$ cat config.mk
export PLATFORM = sky130hd
export DESIGN_NAME = bidir_port_change_irq
export DESIGN_NICKNAME = d
export VERILOG_FILES = /design/src/rtl/port_pkg.sv /design/src/rtl/bidir_port_change_irq.sv
export SDC_FILE = /design/constraint.sdc
export NUM_CORES = 1
export LEC_CHECK = 0
export ABC_CLOCK_PERIOD_IN_PS = 2250
export BUFFER_PORTS_ARGS = -buffer_cell sky130_fd_sc_hd__clkbuf_2
export CAP_MARGIN = 20
export CORE_UTILIZATION = 46
export CTS_CLUSTER_DIAMETER = 50
export DETAILED_ROUTE_END_ITERATION = 6
export GPL_TIMING_DRIVEN = 0
export HOLD_SLACK_MARGIN = 0.08
export PLACE_DENSITY = 0.76
export SLEW_MARGIN = 10
export SYNTH_ARGS = -nofsm -noshare
export SYNTH_HDL_FRONTEND = slang
export SYNTH_SLANG_ARGS = --single-unit
$ cat constraint.sdc
create_clock -name clock_in -period 2.25 [get_ports clock_in]
set_input_delay 0.45 -clock clock_in [delete_from_list [all_inputs] [get_ports clock_in]]
set_output_delay 0.45 -clock clock_in [all_outputs]
set_load 0.01 [all_outputs]
$ cat src/rtl/port_pkg.sv
// Constants shared by the bidirectional port with change detection.
// Assumes a single core clock and the plain register port of the core.
package port_pkg;

    // ------------------------------------------------------------------
    // Register map
    // ------------------------------------------------------------------
    localparam logic [7:0] port_data_addr      = 8'h06;
    localparam logic [7:0] option_ctrl_addr    = 8'h81;
    localparam logic [7:0] direction_ctrl_addr = 8'h86;
    localparam logic [7:0] irq_control_addr    = 8'h0b;

    // ------------------------------------------------------------------
    // Field positions and reset values
    // ------------------------------------------------------------------
    localparam int         pullup_enable_n_bit = 7;
    localparam int         change_flag_bit     = 0;
    localparam int         pin_bit4            = 4;
    localparam logic [7:0] option_reset        = 8'hff;
    localparam logic [7:0] direction_reset     = 8'hff;
    localparam logic [7:0] latch_reset         = 8'h00;
    localparam logic [7:0] upper_four_mask     = 8'hf0;

endpackage

$ cat src/rtl/bidir_port_change_irq.sv
// Eight-bit bidirectional port with shared pull-ups and change detection.
// Assumes pins are asynchronous to clock_in and software uses the plain
// register port: one-cycle strobes, read data the cycle after.
//
// How it works
// RULE1 - A direction bit of one releases that pin's driver.
// RULE2 - A direction bit of zero drives the output latch onto the pin.
// RULE3 - An enabled alternate function overrides direction and drive.
// RULE4 - Port reads return pin levels; writes only load the output latch.
// RULE5 - Writes store all eight latches, input pins included.
// RULE6 - Option bit 7 cleared enables all eight weak pull-ups.
// RULE7 - A pin set as output has its pull-up switched off.
// RULE8 - After reset every weak pull-up is disabled.
// RULE9 - Only upper four input pins take part in change detection.
// RULE10 - Mismatches against the last-read snapshot are ORed into flag bit 0.
// RULE11 - A change event produces a wake request for sleep mode.
// RULE12 - Any port read or write refreshes the comparison snapshot.
// RULE13 - A persisting mismatch keeps setting the flag despite clears.
// RULE14 - A pin change during a port read may miss the flag; here a mismatch in the read cycle still sets it.
// RULE15 - Low-voltage programming disables detection and pull-up on bit 4.
// RULE16 - Software should not poll the port while using change detection.
// RULE17 - Outside circuits must not fight a pin the device drives.
// RULE18 - Pins pass two flip-flops before reads and comparison.
// RULE19 - The flag sets in the cycle a mismatch is seen; set beats clear.
//
// Our own choice: the strobed register port.
`timescale 1ns/1ps

module bidir_port_change_irq
    import port_pkg::*;
(
    // Clock and reset
    input  wire logic       clock_in,
    input  wire logic       nrst_in,
    // Register port
    input  wire logic [7:0] addr_in,
    input  wire logic [7:0] wdata_in,
    input  wire logic       write_in,
    input  wire logic       read_in,
    output logic      [7:0] rdata_out,
    // Pins
    input  wire logic [7:0] pin_in,
    output logic      [7:0] pin_out,
    output logic      [7:0] pin_oe_out,
    output logic      [7:0] pullup_out,
    // Alternate functions and configuration
    input  wire logic [7:0] alt_enable_in,
    input  wire logic [7:0] alt_data_in,
    input  wire logic [7:0] alt_oe_in,
    input  wire logic       lowvolt_prog_enable_in,
    // Change event
    output logic            change_irq_flag_out,
    output logic            wake_out
);

    // ------------------------------------------------------------------
    // Reset release
    // ------------------------------------------------------------------
    logic [1:0] rst_sync;
    logic       rst_n;

    always_ff @(posedge clock_in or negedge nrst_in) begin
        if (!nrst_in) begin
            rst_sync <= 2'b00;
        end else begin
            rst_sync <= {rst_sync[0], 1'b1};
        end
    end
    assign rst_n = rst_sync[1];

    // ------------------------------------------------------------------
    // Pin synchroniser
    // ------------------------------------------------------------------
    logic [7:0] pin_meta;
    logic [7:0] pin_sync;

    always_ff @(posedge clock_in or negedge rst_n) begin
        if (!rst_n) begin
            pin_meta <= 8'h00;
            pin_sync <= 8'h00;
        end else begin
            pin_meta <= pin_in;   // RULE18
            pin_sync <= pin_meta;
        end
    end

    // ------------------------------------------------------------------
    // Registers
    // ------------------------------------------------------------------
    logic [7:0] port_latch;
    logic [7:0] option_ctrl;
    logic [7:0] direction_ctrl;
    logic [7:0] snapshot;
    logic       change_irq_flag;
    logic [7:0] next_port_latch;
    logic [7:0] next_option_ctrl;
    logic [7:0] next_direction_ctrl;
    logic [7:0] next_snapshot;
    logic       next_change_irq_flag;
    logic [7:0] next_rdata;
    logic [7:0] watched;
    logic       mismatch;
    logic       port_access;

    always_comb begin
        // Output pins and pins on bit 4 under low-voltage programming drop out.
        watched = upper_four_mask & direction_ctrl;   // RULE9
        if (lowvolt_prog_enable_in) begin
            watched[pin_bit4] = 1'b0;   // RULE15
        end
    end

    // Comparing against the synchronised level means a change landing in the
    // same cycle as a port access still sets the flag as the snapshot refreshes.
    assign mismatch    = |((pin_sync ^ snapshot) & watched);   // RULE10 RULE14
    assign port_access = (write_in || read_in) && addr_in == port_data_addr;

    always_comb begin
        next_port_latch      = port_latch;
        next_option_ctrl     = option_ctrl;
        next_direction_ctrl  = direction_ctrl;
        next_snapshot        = snapshot;
        next_change_irq_flag = change_irq_flag;
        next_rdata           = 8'h00;
        if (port_access) begin
            next_snapshot = pin_sync;   // RULE12
        end
        if (write_in) begin
            unique case (addr_in)
                port_data_addr:      next_port_latch = wdata_in;   // RULE4 RULE5
                option_ctrl_addr:    next_option_ctrl = wdata_in;
                direction_ctrl_addr: next_direction_ctrl = wdata_in;
                irq_control_addr:    next_change_irq_flag = wdata_in[change_flag_bit];
                default:             ;
            endcase
        end
        if (read_in) begin
            unique case (addr_in)
                port_data_addr:      next_rdata = pin_sync;   // RULE4
                option_ctrl_addr:    next_rdata = option_ctrl;
                direction_ctrl_addr: next_rdata = direction_ctrl;
                irq_control_addr:    next_rdata = {7'h00, change_irq_flag};
                default:             next_rdata = 8'h00;
            endcase
        end
        if (mismatch) begin
            next_change_irq_flag = 1'b1;   // RULE13 RULE19
        end
    end

    always_ff @(posedge clock_in or negedge rst_n) begin
        if (!rst_n) begin
            port_latch      <= latch_reset;
            option_ctrl     <= option_reset;   // RULE8
            direction_ctrl  <= direction_reset;
            snapshot        <= 8'h00;
            change_irq_flag <= 1'b0;
            rdata_out       <= 8'h00;
        end else begin
            port_latch      <= next_port_latch;
            option_ctrl     <= next_option_ctrl;
            direction_ctrl  <= next_direction_ctrl;
            snapshot        <= next_snapshot;
            change_irq_flag <= next_change_irq_flag;
            rdata_out       <= next_rdata;
        end
    end

    // ------------------------------------------------------------------
    // Pin drivers and pull-ups
    // ------------------------------------------------------------------
    logic [7:0] drive_en;

    always_comb begin
        for (int i = 0; i < 8; i++) begin
            drive_en[i] = alt_enable_in[i] ? alt_oe_in[i] : ~direction_ctrl[i];   // RULE1 RULE3
            pin_out[i]  = alt_enable_in[i] ? alt_data_in[i] : port_latch[i];   // RULE2
        end
        pin_oe_out = drive_en;
        // A driven pin never carries the pull-up, so no current is wasted.
        pullup_out = {8{~option_ctrl[pullup_enable_n_bit]}} & ~drive_en;   // RULE6 RULE7
        if (lowvolt_prog_enable_in) begin
            pullup_out[pin_bit4] = 1'b0;   // RULE15
        end
    end

    assign change_irq_flag_out = change_irq_flag;
    assign wake_out            = change_irq_flag;   // RULE11

    // ------------------------------------------------------------------
    // Checks
    // ------------------------------------------------------------------
    chk_flag_sets: assert property (@(posedge clock_in) disable iff (!rst_n)   // RULE10
        mismatch |=> change_irq_flag)
        else $error("mismatch did not set flag");
    chk_set_beats_clear: assert property (@(posedge clock_in) disable iff (!rst_n)   // RULE19
        (mismatch && write_in && addr_in == irq_control_addr && !wdata_in[0]) |=> change_irq_flag)
        else $error("clear beat simultaneous set");
    chk_snapshot_refresh: assert property (@(posedge clock_in) disable iff (!rst_n)   // RULE12
        port_access |=> snapshot == $past(pin_sync))
        else $error("snapshot not refreshed");
    chk_release_driver: assert property (@(posedge clock_in) disable iff (!rst_n)   // RULE1
        (direction_ctrl[0] && !alt_enable_in[0]) |-> !pin_oe_out[0])
        else $error("input pin driven");
    chk_drive_latch: assert property (@(posedge clock_in) disable iff (!rst_n)   // RULE2
        (!direction_ctrl[5] && !alt_enable_in[5]) |-> (pin_oe_out[5] && pin_out[5] == port_latch[5]))
        else $error("output pin not driving latch");
    chk_port_read: assert property (@(posedge clock_in) disable iff (!rst_n)   // RULE4
        (read_in && addr_in == port_data_addr) |=> rdata_out == $past(pin_sync))
        else $error("port read not pin level");
    chk_pullup_output: assert property (@(posedge clock_in) disable iff (!rst_n)   // RULE7
        (pin_oe_out != 8'h00) |-> (pullup_out & pin_oe_out) == 8'h00)
        else $error("pull-up on driven pin");
    chk_lowvolt_bit4: assert property (@(posedge clock_in) disable iff (!rst_n)   // RULE15
        lowvolt_prog_enable_in |-> !pullup_out[4] && !watched[4])
        else $error("bit 4 active under low-voltage programming");
    chk_lower_excluded: assert property (@(posedge clock_in) disable iff (!rst_n)   // RULE9
        (watched[3:0] == 4'h0) && ((watched & ~direction_ctrl) == 8'h00))
        else $error("wrong pins compared");
    chk_reset_pullups: assert property (@(posedge clock_in)   // RULE8
        $rose(rst_n) |-> pullup_out == 8'h00)
        else $error("pull-ups on after reset");
    chk_write_latch: assert property (@(posedge clock_in) disable iff (!rst_n)   // RULE5
        (write_in && addr_in == port_data_addr) |=> port_latch == $past(wdata_in))
        else $error("latch not written");

    // ------------------------------------------------------------------
    // Address decode for the register checks
    // ------------------------------------------------------------------
    function automatic logic hits(input logic [7:0] addr, input logic [7:0] target);
        return addr == target;
    endfunction

    // ------------------------------------------------------------------
    // Register and driver checks
    // ------------------------------------------------------------------
    // Read data must fall back to zero, or a stale value could be taken as fresh.
    chk_rdata_idle: assert property (@(posedge clock_in) disable iff (!rst_n)   // RULE4
        !read_in |=> rdata_out == 8'h00)
        else $error("read data not cleared");

    chk_option_read: assert property (@(posedge clock_in) disable iff (!rst_n)   // RULE6
        (read_in && hits(addr_in, option_ctrl_addr)) |=> rdata_out == $past(option_ctrl))
        else $error("option read wrong");

    chk_option_write: assert property (@(posedge clock_in) disable iff (!rst_n)   // RULE6
        (write_in && hits(addr_in, option_ctrl_addr)) |=> option_ctrl == $past(wdata_in))
        else $error("option not written");

    chk_pullup_on: assert property (@(posedge clock_in) disable iff (!rst_n)   // RULE6
        (!option_ctrl[pullup_enable_n_bit] && !pin_oe_out[6]) |-> pullup_out[6])
        else $error("pull-up missing on input pin");

    chk_pullup_off: assert property (@(posedge clock_in) disable iff (!rst_n)   // RULE6
        option_ctrl[pullup_enable_n_bit] |-> pullup_out == 8'h00)
        else $error("pull-up on while disabled");

    chk_alt_override: assert property (@(posedge clock_in) disable iff (!rst_n)   // RULE3
        alt_enable_in[3] |-> (pin_oe_out[3] == alt_oe_in[3] && pin_out[3] == alt_data_in[3]))
        else $error("alternate function not in control");

    chk_release_all: assert property (@(posedge clock_in) disable iff (!rst_n)   // RULE1
        (pin_oe_out & direction_ctrl & ~alt_enable_in) == 8'h00)
        else $error("input pin driven");

    chk_drive_all: assert property (@(posedge clock_in) disable iff (!rst_n)   // RULE2
        (~direction_ctrl & ~alt_enable_in & ~pin_oe_out) == 8'h00)
        else $error("output pin released");

    chk_direction_write: assert property (@(posedge clock_in) disable iff (!rst_n)   // RULE1
        (write_in && hits(addr_in, direction_ctrl_addr)) |=> direction_ctrl == $past(wdata_in))
        else $error("direction not written");

    chk_direction_read: assert property (@(posedge clock_in) disable iff (!rst_n)   // RULE1
        (read_in && hits(addr_in, direction_ctrl_addr)) |=> rdata_out == $past(direction_ctrl))
        else $error("direction read wrong");

    chk_latch_hold: assert property (@(posedge clock_in) disable iff (!rst_n)   // RULE5
        !(write_in && hits(addr_in, port_data_addr)) |=> port_latch == $past(port_latch))
        else $error("latch changed without write");

    chk_unmapped_read: assert property (@(posedge clock_in) disable iff (!rst_n)   // RULE4
        (read_in && !hits(addr_in, port_data_addr) && !hits(addr_in, option_ctrl_addr)
            && !hits(addr_in, direction_ctrl_addr) && !hits(addr_in, irq_control_addr)) |=> rdata_out == 8'h00)
        else $error("unmapped read not zero");

    // ------------------------------------------------------------------
    // Change detection checks
    // ------------------------------------------------------------------
    chk_sync_stage: assert property (@(posedge clock_in) disable iff (!rst_n)   // RULE18
        pin_sync == $past(pin_meta))
        else $error("synchroniser stage skipped");

    chk_snapshot_hold: assert property (@(posedge clock_in) disable iff (!rst_n)   // RULE12
        !port_access |=> snapshot == $past(snapshot))
        else $error("snapshot moved without access");

    // Without a mismatch or a write, the flag must neither rise nor fall.
    chk_flag_holds: assert property (@(posedge clock_in) disable iff (!rst_n)   // RULE13
        (!mismatch && !(write_in && hits(addr_in, irq_control_addr))) |=> change_irq_flag == $past(change_irq_flag))
        else $error("flag moved by itself");

    chk_flag_write: assert property (@(posedge clock_in) disable iff (!rst_n)   // RULE19
        (write_in && hits(addr_in, irq_control_addr) && !mismatch) |=> change_irq_flag == $past(wdata_in[0]))
        else $error("flag write lost");

    chk_irq_read: assert property (@(posedge clock_in) disable iff (!rst_n)   // RULE10
        (read_in && hits(addr_in, irq_control_addr)) |=> rdata_out == {7'h00, $past(change_irq_flag)})
        else $error("flag read wrong");

    chk_wake_flag: assert property (@(posedge clock_in) disable iff (!rst_n)   // RULE11
        wake_out == change_irq_flag)
        else $error("wake request does not follow flag");

endmodule

# Yosys cells after proc, flatten, opt, wreduce, memory -nomap -nowiden

Index checks and enable logic that the tools add are counted.

Register bits: 59
Input port bits: 53

Eq/ne operators: 4
Muxes and demuxes: 23
Bitwise logic cells: 13
Reductions and logical operators: 9

Operators with widths:

| operator           | count |
|---|---|
| $pmux 8 s4         | 1 |
| $mux 1             | 21 |
| $and 8x8->8        | 2 |
| $eq 8x8->1 const B | 2 |
| $not 1->1          | 9 |
| $eq 8x3->1 const B | 1 |
| $eq 8x4->1 const B | 1 |
| $mux 8             | 1 |
| $not 8->8          | 1 |
| $reduce_and 2->1   | 4 |
| $reduce_or 8->1    | 1 |
| $xor 8x8->8        | 1 |
| $reduce_bool 2->1  | 2 |
| $logic_and 1x1->1  | 1 |
| $logic_or 1x1->1   | 1 |

# Depth between registers and ports, before layout

Gate-level depths: netlist of run 1.

Depth after elaboration: 5
Mapped depth: 5
Mapped depth without buffers: 3

# Least setup slack after synthesis of run 1

OpenSTA, ideal clock, no wires.

Kind: input -> register
Start: input addr_in[1]
End: register snapshot[4]
Library setup time: 0.125 ns
Arrival time: 1.508 ns
Path slack: 0.618 ns
Stages on the path: 5
Buffers on the path: 2
Cells stage by stage: buf_4 > and4bb_1 > buf_6 > and4bb_4 > mux2_2

Cells in the longest elaborated chain, start to end: 2

Ends and longest elaborated chain:

| item                 | RTL line                     | text |
|---|---|---|
| from (decl)          | bidir_port_change_irq.sv:36  | `input wire logic [7:0] addr_in,` |
| $eq 8x3->1           | bidir_port_change_irq.sv:116 | `assign port_access = (write_in \|\| read_in) && addr_in == port_data_addr;` |
| $logic_and 1x1->1    | bidir_port_change_irq.sv:116 |  |
| to (signal assigned) | bidir_port_change_irq.sv:163 | `snapshot <= next_snapshot;` |
| to (decl)            | bidir_port_change_irq.sv:93  | `logic [7:0] snapshot;` |

No other way between the ends.
A chain may end at the register's enable or synchronous reset.

# Final worst setup path of run 1

Start: register option_ctrl[7]
End: output pullup_out[4]

Cells in the longest elaborated chain, start to end: 3

Ends and longest elaborated chain:

| item                   | RTL line                     | text |
|---|---|---|
| from (decl)            | bidir_port_change_irq.sv:91  | `logic [7:0] option_ctrl;` |
| from (signal assigned) | bidir_port_change_irq.sv:154 | `option_ctrl <= option_reset;` |
| from (signal assigned) | bidir_port_change_irq.sv:161 | `option_ctrl <= next_option_ctrl;` |
| $not 1->1              | bidir_port_change_irq.sv:181 | `pullup_out = {8{~option_ctrl[pullup_enable_n_bit]}} & ~drive_en;` |
| $and 8x8->8            | bidir_port_change_irq.sv:181 |  |
| $mux 1                 | bidir_port_change_irq.sv:182 | `if (lowvolt_prog_enable_in) begin` |
| to (decl)              | bidir_port_change_irq.sv:45  | `output logic [7:0] pullup_out,` |

No other way between the ends.

==> results.json, run 1 <==
{
  "setup_viol": 0,
  "syn_avg_cell_area_um2": 13.38,
  "syn_area_um2": 2516,
  "p_total_mw": 2.055,
  "grt_pass1_wl_mm": 8.618,
  "status": "completed",
  "combPwrFrac_pct": 11.4,
  "dr.pass1.iters": 4,
  "cts_root_buf": "clkbuf_8",
  "crit_required_ns": 1.80,
  "synth_ff_type": "dfrtp_1",
  "critPathKind": "reg2out",
  "worstHoldPathCells": 1,
  "syn_nets": 241,
  "path_cells": "clkbuf_1, nor3_1, clkbuf_2",
  "cts-resized-gates": 0,
  "yosysMostFrequentCell": "mux2_2",
  "swShare_pct": 21.90,
  "ys_top_cells_by_count": "mux2_2 (43), dfrtp_1 (39), dfstp_2 (16)",
  "cp_top_family": "buffers and inverters",
  "max-clock-path-buffers": 2,
  "grt_pass1_vias": 1732,
  "multi_input_area_um2": 1039,
  "cts_tree": "built",
  "path_buf_inv": 2,
  "fin_skew_ns": 0.003941,
  "min_period_ns": 2.074,
  "io-pin-count": 87,
  "post-place-cells": 344,
  "path_max_fanout": 10,
  "ff2ff_path_depth": 3,
  "grt-ovfl-total": 0,
  "synth_area_leaders": "dfrtp_1 (39%), mux2_2 (19%), dfstp_2 (17%)",
  "routed_wirelength_mm": 5.252,
  "design_area_um2": 3193,
  "die_h_um": 75.96,
  "hpwl_mm": 3.785,
  "clk_latency_ns": 0.30,
  "drc_errors": 0,
  "yosysWarnings": 0,
  "dpl_cell_area_um2": 3050,
  "cts_buffers": 5,
  "synthMuxAreaShare_pct": 19.64,
  "cp-start-kind": "flip-flop",
  "synth_largest_area_cell": "dfrtp_1",
  "drtIter0Drc": 104,
  "place_congestion": 0.8234,
  "synth_xor_xnor_area_share_pct": 1.392,
  "grtUsageTotal_pct": 19.27,
  "hold_violations": 0,
  "seqCellArea_um2": 1398,
  "cts_setup_buffers": 0,
  "p_per_area_nw_per_um2": 643.7,
  "cp-end-kind": "output pin",
  "htree_num_levels": 2,
  "synth_compound_area_share_pct": 6.365,
  "drive_gt1_share_pct": 58.66,
  "fp.dieArea_um2": 5770,
  "max_stage_delay_ns": 0.52,
  "ys_types": 35,
  "maxCapViolations": 0,
  "seq_power_share_pct": 52.2,
  "antenna_left": 0,
  "seq_area_frac_synth_pct": 55.49,
  "initial_utilization_pct": 48.65,
  "fillers": 415,
  "synth_top_area_share_pct": 38.79,
  "cp.depth": 3,
  "grt_setup_unrepaired": "false",
  "ir_drop_uv": 448.2,
  "die_w_um": 75.96,
  "syn_to_final_growth_pct": 26.90,
  "switching_power_mw": 0.4501,
  "finalMaxSlewViolations": 0,
  "tightest_slew_ns": 0.6623,
  "pwr-share-clk_pct": 36.4,
  "arrival_ns": 1.62,
  "numPortBuffers": 85,
  "p_int_mw": 1.605,
  "path_clk_slew_ns": 0.09,
  "ys_ff_latch": 55,
  "whs_ns": 0.2452,
  "cpMaxStageDelayCell": "dfstp_2",
  "antenna_found_initial": 0,
  "p_leak_nw": 1.564,
  "syn_inst": 188,
  "via_per_inst": 5.266,
  "cts_sinks": 55,
  "ys_async_sr_fraction_pct": 100.0,
  "grt_max_degree": 29,
  "stdcell_count": 353,
  "vias": 1859,
  "final_min_period_over_clock_period_pct": 92.18,
  "setup_tns_ns": 0,
  "final_nets": 335,
  "fp-row-count": 26,
  "synth-simple-area-share_pct": 13.72,
  "synth_top_family_by_area": "multiplexers",
  "synth_edf_count": 0,
  "synth_fa_ha_area_share_pct": 0,
  "core_um2": 5172,
  "fmax_mhz": 482.2,
  "diodes": 0,
  "worstHoldPathType": "in2reg",
  "max_slew_margin_pct": 55.85,
  "routedWlPerCell_um": 14.88
}
==> registers in the layout, summed over array words and instances (netlist names) <==
register             cells
change_irq_flag_out      1
port_latch               8
snapshot                 4
pin_sync                 8
pin_meta                 8
option_ctrl              8
rst_sync                 2
direction_ctrl           8
rdata_out                8
==> through the flow <==
stage	utilization [%]	setup slack (ns)
6_report	61.73	0.1760
5_1_grt	61.73	0.05265
4_1_cts	61.73	0.1294
3_5_place_dp	58.97	0.3667
3_3_place_gp	58.56	0.09256
2_1_floorplan	-	0.6176
==> timing repair <==
action	4_1_cts	5_1_grt
hold buffers	1	0
endpoints found under the setup margin	0	0
endpoints found under the hold margin	2	0
==> per-layer routing <==
| metal | track usage [%] | up-vias | routed length, um | part of all wire, % |
|---|---|---|---|---|
| li1 | - | 887 | - | - |
| met1 | 26.45 | 900 | 2412 | 46 |
| met2 | 31.09 | 65 | 2519 | 48 |
| met3 | 4.096 | 7 | 255 | 4.9 |
| met4 | 5.192 | 0 | 65 | 1.2 |
| met5 | 0 | - | 0 | 0 |
==> worst register-to-register path, cell delays in order (launching register included) <==
cell and delay [ns]:
dfstp_2 0.52, clkbuf_1 0.51, nand4_1 0.15, a221oi_1 0.36
==> kinds of logic after synthesis <==
logic type,Yosys count
XOR/XNOR,4
AND/OR/NAND/NOR,49
multiplexers,44
buffers and inverters,13
AO/OA/AOI/OAI,22
other,1
flip-flops,55
==> worst paths after layout <==
check                               start              to  slack [ns]
min                             pin_in[4]     pin_meta[4]        0.25
max in group asynchronous     rst_sync[1]  option_ctrl[1]        1.36
max reg2reg                option_ctrl[7]    rdata_out[7]        0.60
max                        option_ctrl[7]   pullup_out[4]        0.18
min reg2reg                   rst_sync[1]   port_latch[2]        0.27
min in group asynchronous     rst_sync[1]   port_latch[2]        0.27
==> power by group through the flow <==
| stage | combinational (mW) | clock (mW) | sequential, mW |
|---|---|---|---|
| 6_report | 0.234 | 0.748 | 1.07 |
| 5_1_grt | 0.258 | 0.797 | 1.08 |
| 3_5_place_dp | 0.235 | 0 | 1.09 |
| 4_1_cts | 0.237 | 0.763 | 1.07 |
| 2_1_floorplan | 0.125 | 0 | 1.09 |
| 3_3_place_gp | 0.216 | 0 | 1.10 |
==> layout make-up <==
type / instances / share of cell area, %
buffer: 9 / 2.077
clock buffer: 6 / 2.273
clock inverter: 2 / 1.881
inverter: 4 / 0.4702
multi-input combinational: 120 / 32.52
sequential: 55 / 43.77
tap: 70 / 2.743
timing repair buffer: 87 / 14.26
==> cells in the final DEF (no fill, tap or decap), types with 3 or more instances in the layout <==
cell type,netlist,layout
nor2_1,8,8
nand3_1,7,7
clkbuf_8,0,5
nand4_1,7,7
and4b_1,3,3
dfrtp_1,39,38
o21ai_0,8,8
clkbuf_2,0,85
buf_4,4,4
a221oi_1,8,8
inv_1,4,4
mux2_2,43,43
nand2_1,9,9
dfstp_2,16,16
xor2_1,4,4
(Power assumes the default switching activity.)
==> run 2, diff against run 1 <==
--- a/config.mk
+++ b/config.mk
@@ -8,12 +8,13 @@
 export ABC_CLOCK_PERIOD_IN_PS = 2250
 export BUFFER_PORTS_ARGS = -buffer_cell sky130_fd_sc_hd__clkbuf_2
 export CAP_MARGIN = 20
+export CORE_MARGIN = 2
 export CORE_UTILIZATION = 46
 export CTS_CLUSTER_DIAMETER = 50
 export DETAILED_ROUTE_END_ITERATION = 6
 export GPL_TIMING_DRIVEN = 0
 export HOLD_SLACK_MARGIN = 0.08
-export PLACE_DENSITY = 0.76
+export PLACE_DENSITY_LB_ADDON = 0.2
 export SLEW_MARGIN = 10
 export SYNTH_ARGS = -nofsm -noshare
 export SYNTH_HDL_FRONTEND = slang
==> run 2 against run 1 <==
Effect of this change: clock skew is 0.0019 ns lower; largest power group unchanged; worst setup slack gained 0.061 ns; first-iteration DRC count up 46%; power down 8.5%; final area down 1.0%; critical path depth unchanged.
==> results.json, run 2 (synthesis gave the netlist of run 1 again) <==
{
  "syn_to_final_growth_pct": 25.61,
  "setup_viol": 0,
  "fin_util_pct": 60.72,
  "fmax_mhz": 496.7,
  "layout_commonest_cell": "clkbuf_2",
  "antenna_left": 0,
  "grt_max_degree": 39,
  "cts_sinks": 55,
  "io-pin-count": 87,
  "maxCapViolations": 0,
  "critPathKind": "reg2out",
  "final_nets": 335,
  "grt-ovfl-total": 0,
  "post-place-cells": 344,
  "drtIter0Drc": 152,
  "htree_num_levels": 2,
  "fp.dieArea_um2": 6078,
  "crit_required_ns": 1.80,
  "drc_errors": 0,
  "p_per_area_nw_per_um2": 595.0,
  "stdcell_count": 353,
  "routed_wirelength_mm": 5.426,
  "tightest_slew_ns": 0.5923,
  "path_buf_inv": 2,
  "ir_drop_uv": 365.0,
  "fp-row-count": 26,
  "finalMaxSlewViolations": 0,
  "routedWlPerCell_um": 15.37,
  "initial_utilization_pct": 48.34,
  "die_w_um": 77.96,
  "timing.final.ws_setup_ns": 0.2368,
  "pwr-share-clk_pct": 30.3,
  "cts_buffers": 5,
  "cp-end-kind": "output pin",
  "max_stage_delay_ns": 0.52,
  "die_h_um": 77.96,
  "seq_power_share_pct": 57.0,
  "cts_root_buf": "clkbuf_8",
  "antenna_found_initial": 0,
  "p_total_mw": 1.880,
  "via_per_inst": 5.269,
  "path_max_fanout": 10,
  "path_cells": "clkbuf_1, nor3_1, clkbuf_2",
  "cpMaxStageDelayCell": "dfstp_2",
  "hpwl_mm": 3.987,
  "combPwrFrac_pct": 12.7,
  "cts_setup_buffers": 0,
  "min_period_ns": 2.013,
  "final_cell_mix": "clkbuf_2 (85), mux2_2 (43), dfrtp_1 (38)",
  "vias": 1860,
  "swShare_pct": 23.30,
  "p_int_mw": 1.442,
  "fin_skew_ns": 0.002019,
  "drive_gt1_share_pct": 58.66,
  "final_min_period_over_clock_period_pct": 89.48,
  "max_slew_margin_pct": 60.52,
  "worstHoldPathType": "reg2async",
  "numPortBuffers": 85,
  "p_leak_nw": 1.550,
  "grtUsageTotal_pct": 19.76,
  "dr.pass1.iters": 4,
  "clk_latency_ns": 0.29,
  "switching_power_mw": 0.4382,
  "status": "completed",
  "hold_violations": 0,
  "setup_tns_ns": 0,
  "cp-start-kind": "flip-flop",
  "grt_setup_unrepaired": "false",
  "cp_top_family": "buffers and inverters",
  "cts_tree": "built",
  "max-clock-path-buffers": 2,
  "dp_slack_ns": 0.3602,
  "grt_pass1_wl_mm": 9.453,
  "path_clk_slew_ns": 0.09,
  "grt_pass1_vias": 1901,
  "fillers": 455,
  "arrival_ns": 1.56,
  "place_congestion": 0.8539,
  "core_um2": 5205,
  "diodes": 0
}
run 2: cell types whose count changed in the layout (fill, tap and decap cells not counted):
cell | previous run | this run
bufinv_16 | 2 | 0
clkbuf_8 | 5 | 7
run 2: metrics by stage:
step / instance area, um^2 / hold slack, ns
CTS: 3161 / 0.1971
floorplan: 2516 / 0.1544
global route: 3161 / 0.2265
global placement: 3029 / 0.2359
detailed placement: 3050 / 0.1854
finish: 3161 / 0.1813
run 2: cell type report:
class	count	area (um^2)	area share [%]
sequential	55	1398	44.22
multi-input combinational	120	1039	32.86
timing repair buffer	87	455.4	14.41
clock buffer	8	100.1	3.167
tap	70	87.58	2.771
buffer	9	66.31	2.098
inverter	4	15.01	0.4751
run 2: path summary, 6_finish.rpt:
check,start,to,slack [ns],cells past startpoint
hold / removal,rst_sync[1],pin_meta[5],0.18,0
min in group clock_in,pin_in[5],pin_meta[5],0.25,1
hold reg to reg,rst_sync[1],pin_meta[5],0.18,0
setup reg to reg,option_ctrl[7],rdata_out[7],0.67,3
max in group asynchronous,rst_sync[1],option_ctrl[3],1.50,1
setup / recovery,option_ctrl[7],pullup_out[4],0.24,3
run 2: layer usage:
| layer | up-vias | part of all wire [%] | track usage (%) | wire length (um) |
|---|---|---|---|---|
| met2 | 72 | 49 | 30.78 | 2649 |
| li1 | 885 | - | - | - |
| met3 | 2 | 6.2 | 3.953 | 336 |
| met1 | 901 | 45 | 28.64 | 2424 |
| met4 | 0 | 0.29 | 4.561 | 16 |
| met5 | - | 0 | 0 | 0 |
run 2: worst reg2reg max path, cell delays in order, from the launching register on:
cell	delay, ns
dfstp_2	0.52
clkbuf_1	0.46
nand4_1	0.19
a221oi_1	0.31
run 2: power by group through the flow:
| stage | logic (mW) | clock network (mW) | registers (mW) |
|---|---|---|---|
| floorplan | 0.125 | 0 | 1.09 |
| global placement | 0.217 | 0 | 1.10 |
| detailed placement | 0.239 | 0 | 1.09 |
| CTS | 0.242 | 0.589 | 1.07 |
| global route | 0.268 | 0.631 | 1.08 |
| finish | 0.238 | 0.570 | 1.07 |
run 2: timing repair:
item | CTS | global route
hold buffers | 1 | 0
setup endpoints to repair | 0 | 0
endpoints found under the hold margin | 2 | 0
resized for setup | 0 | 0
==> run 3, diff against run 2 <==
--- a/config.mk
+++ b/config.mk
@@ -5,9 +5,10 @@
 export SDC_FILE = /design/constraint.sdc
 export NUM_CORES = 1
 export LEC_CHECK = 0
-export ABC_CLOCK_PERIOD_IN_PS = 2250
+export ABC_CLOCK_PERIOD_IN_PS = 2200
 export BUFFER_PORTS_ARGS = -buffer_cell sky130_fd_sc_hd__clkbuf_2
 export CAP_MARGIN = 20
+export CORE_ASPECT_RATIO = 1.2
 export CORE_MARGIN = 2
 export CORE_UTILIZATION = 46
 export CTS_CLUSTER_DIAMETER = 50
==> constraint.sdc (replaced) <==
create_clock -name clock_in -period 2.2 [get_ports clock_in]
set_input_delay 0.44 -clock clock_in [delete_from_list [all_inputs] [get_ports clock_in]]
set_output_delay 0.44 -clock clock_in [all_outputs]
set_load 0.01 [all_outputs]
==> run 3 against run 2 <==
Effect of this change: sequential share of layout area down 0.31 points; largest power group unchanged; sequential power about the same; non-clock buffer count stayed put; critical path depth is the same; worst hold slack better by 0.057 ns; combinational power is essentially flat; critical path type unchanged; count of clock-buffer cells in the layout is 2 lower; final cell count is 2.3% lower; first-iteration DRC count is 38% lower; clock skew increased by 0.0030 ns.
==> results.json, run 3 (synthesis gave the netlist of run 1 again) <==
{
  "cts_root_buf": "clkbuf_8",
  "place_congestion": 0.8625,
  "cts-resized-gates": 0,
  "pwr-share-clk_pct": 36.2,
  "initial_utilization_pct": 47.50,
  "finalMaxSlewViolations": 0,
  "cp-start-kind": "flip-flop",
  "dp_slack_ns": 0.3511,
  "status": "completed",
  "cts_sinks": 55,
  "fp.dieArea_um2": 6080,
  "max-clock-path-buffers": 2,
  "die_h_um": 85.02,
  "dpl_cell_area_um2": 3040,
  "clk_latency_ns": 0.30,
  "hold_violations": 0,
  "whs_ns": 0.2386,
  "io-pin-count": 87,
  "via_per_inst": 5.420,
  "htree_num_levels": 2,
  "p_leak_nw": 1.564,
  "antenna_found_initial": 0,
  "vias": 1870,
  "cts_tree": "built",
  "diodes": 0,
  "cts_buffers": 5,
  "maxCapViolations": 0,
  "cp-end-kind": "output pin",
  "hold_buffers": 1,
  "cts_setup_buffers": 0,
  "core_um2": 5298,
  "r2r_slack_ns": 0.63,
  "timing.rr.start": "option_ctrl[7]",
  "routed_wirelength_mm": 5.375,
  "p_total_mw": 2.097,
  "reg2reg_to": "rdata_out[7]",
  "fp-row-count": 29,
  "grtUsageTotal_pct": 18.26,
  "p_int_mw": 1.642,
  "min_period_ns": 2.002,
  "max_slew_margin_pct": 60.19,
  "drtIter0Drc": 94,
  "syn_to_final_growth_pct": 26.50,
  "fin_util_pct": 60.09,
  "grt_pass1_wl_mm": 8.542,
  "combPwrFrac_pct": 11.4,
  "hpwl_mm": 3.893,
  "layout_commonest_cell": "clkbuf_2",
  "numPortBuffers": 85,
  "final_min_period_over_clock_period_pct": 90.98,
  "critPathKind": "reg2out",
  "setup_viol": 0,
  "swShare_pct": 21.70,
  "arrival_ns": 1.56,
  "worstHoldPathType": "reg2async",
  "post-place-cells": 336,
  "final_cell_mix": "clkbuf_2 (85), mux2_2 (43), dfrtp_1 (38)",
  "stdcell_count": 345,
  "setup_tns_ns": 0,
  "timing.final.ws_setup_ns": 0.1984,
  "grt-ovfl-total": 0,
  "dr.pass1.iters": 4,
  "switching_power_mw": 0.4550,
  "antenna_left": 0,
  "tightest_slew_ns": 0.5971,
  "routedWlPerCell_um": 15.58,
  "ff2ff_path_depth": 3,
  "design_area_um2": 3183,
  "path_max_fanout": 10,
  "grt_max_degree": 33,
  "die_w_um": 71.52,
  "crit_required_ns": 1.76,
  "drc_errors": 0,
  "drive_gt1_share_pct": 58.66,
  "p_per_area_nw_per_um2": 658.7,
  "grt_setup_unrepaired": "false",
  "path_clk_slew_ns": 0.09,
  "final_nets": 335,
  "seq_power_share_pct": 52.3,
  "ir_drop_uv": 428.3,
  "grt_pass1_vias": 1814,
  "fin_skew_ns": 0.005002,
  "fmax_mhz": 499.6
}
[run 3: cell count changes in the layout (fill, tap and decap cells not counted), sizes merged]
cell / previous run / this run
bufinv: 0 / 2
clkbuf: 94 / 92
[run 3: worst max path at each step]
stage / from / endpoint / slack [ns]
6_report: option_ctrl[7] / pullup_out[4] / 0.20
5_1_grt: option_ctrl[7] / pullup_out[0] / 0.07
4_1_cts: option_ctrl[7] / pullup_out[4] / 0.17
3_5_place_dp: addr_in[5] / rdata_out[5] / 0.35
3_3_place_gp: rst_sync[1] / port_latch[1] / 0.06
2_1_floorplan: rst_sync[1] / change_irq_flag_out / 0.58
[run 3: metal layers]
metal	vias up	GRT usage (%)	wire [um]
met5	-	0	0
met4	0	7.547	134
met3	10	3.682	340
met2	64	28.96	2605
met1	915	24.51	2294
li1	881	-	-
[run 3: power by group through the flow]
stage,Clock (mW),Sequential (mW),Combinational (mW)
5_1_grt,0.820,1.10,0.264
6_report,0.760,1.10,0.240
3_3_place_gp,0,1.12,0.221
3_5_place_dp,0,1.12,0.240
2_1_floorplan,0,1.11,0.128
4_1_cts,0.772,1.10,0.243
[run 3: final cells by class]
class                   count  area (um^2)
plain buffers               9        66.31
clock buffers               6        72.57
clock inverters             2        60.06
fillers                   441         2115
inverters                   4        15.01
multi-input cells         120         1039
flip-flops and latches     55         1398
well taps                  62        77.57
repair buffers             87        455.4
[run 3: critical path, cell delays in order, from the launching register on]
cell,delay (ns)
dfstp_2,0.52
clkbuf_1,0.46
nor3_1,0.12
clkbuf_2,0.15
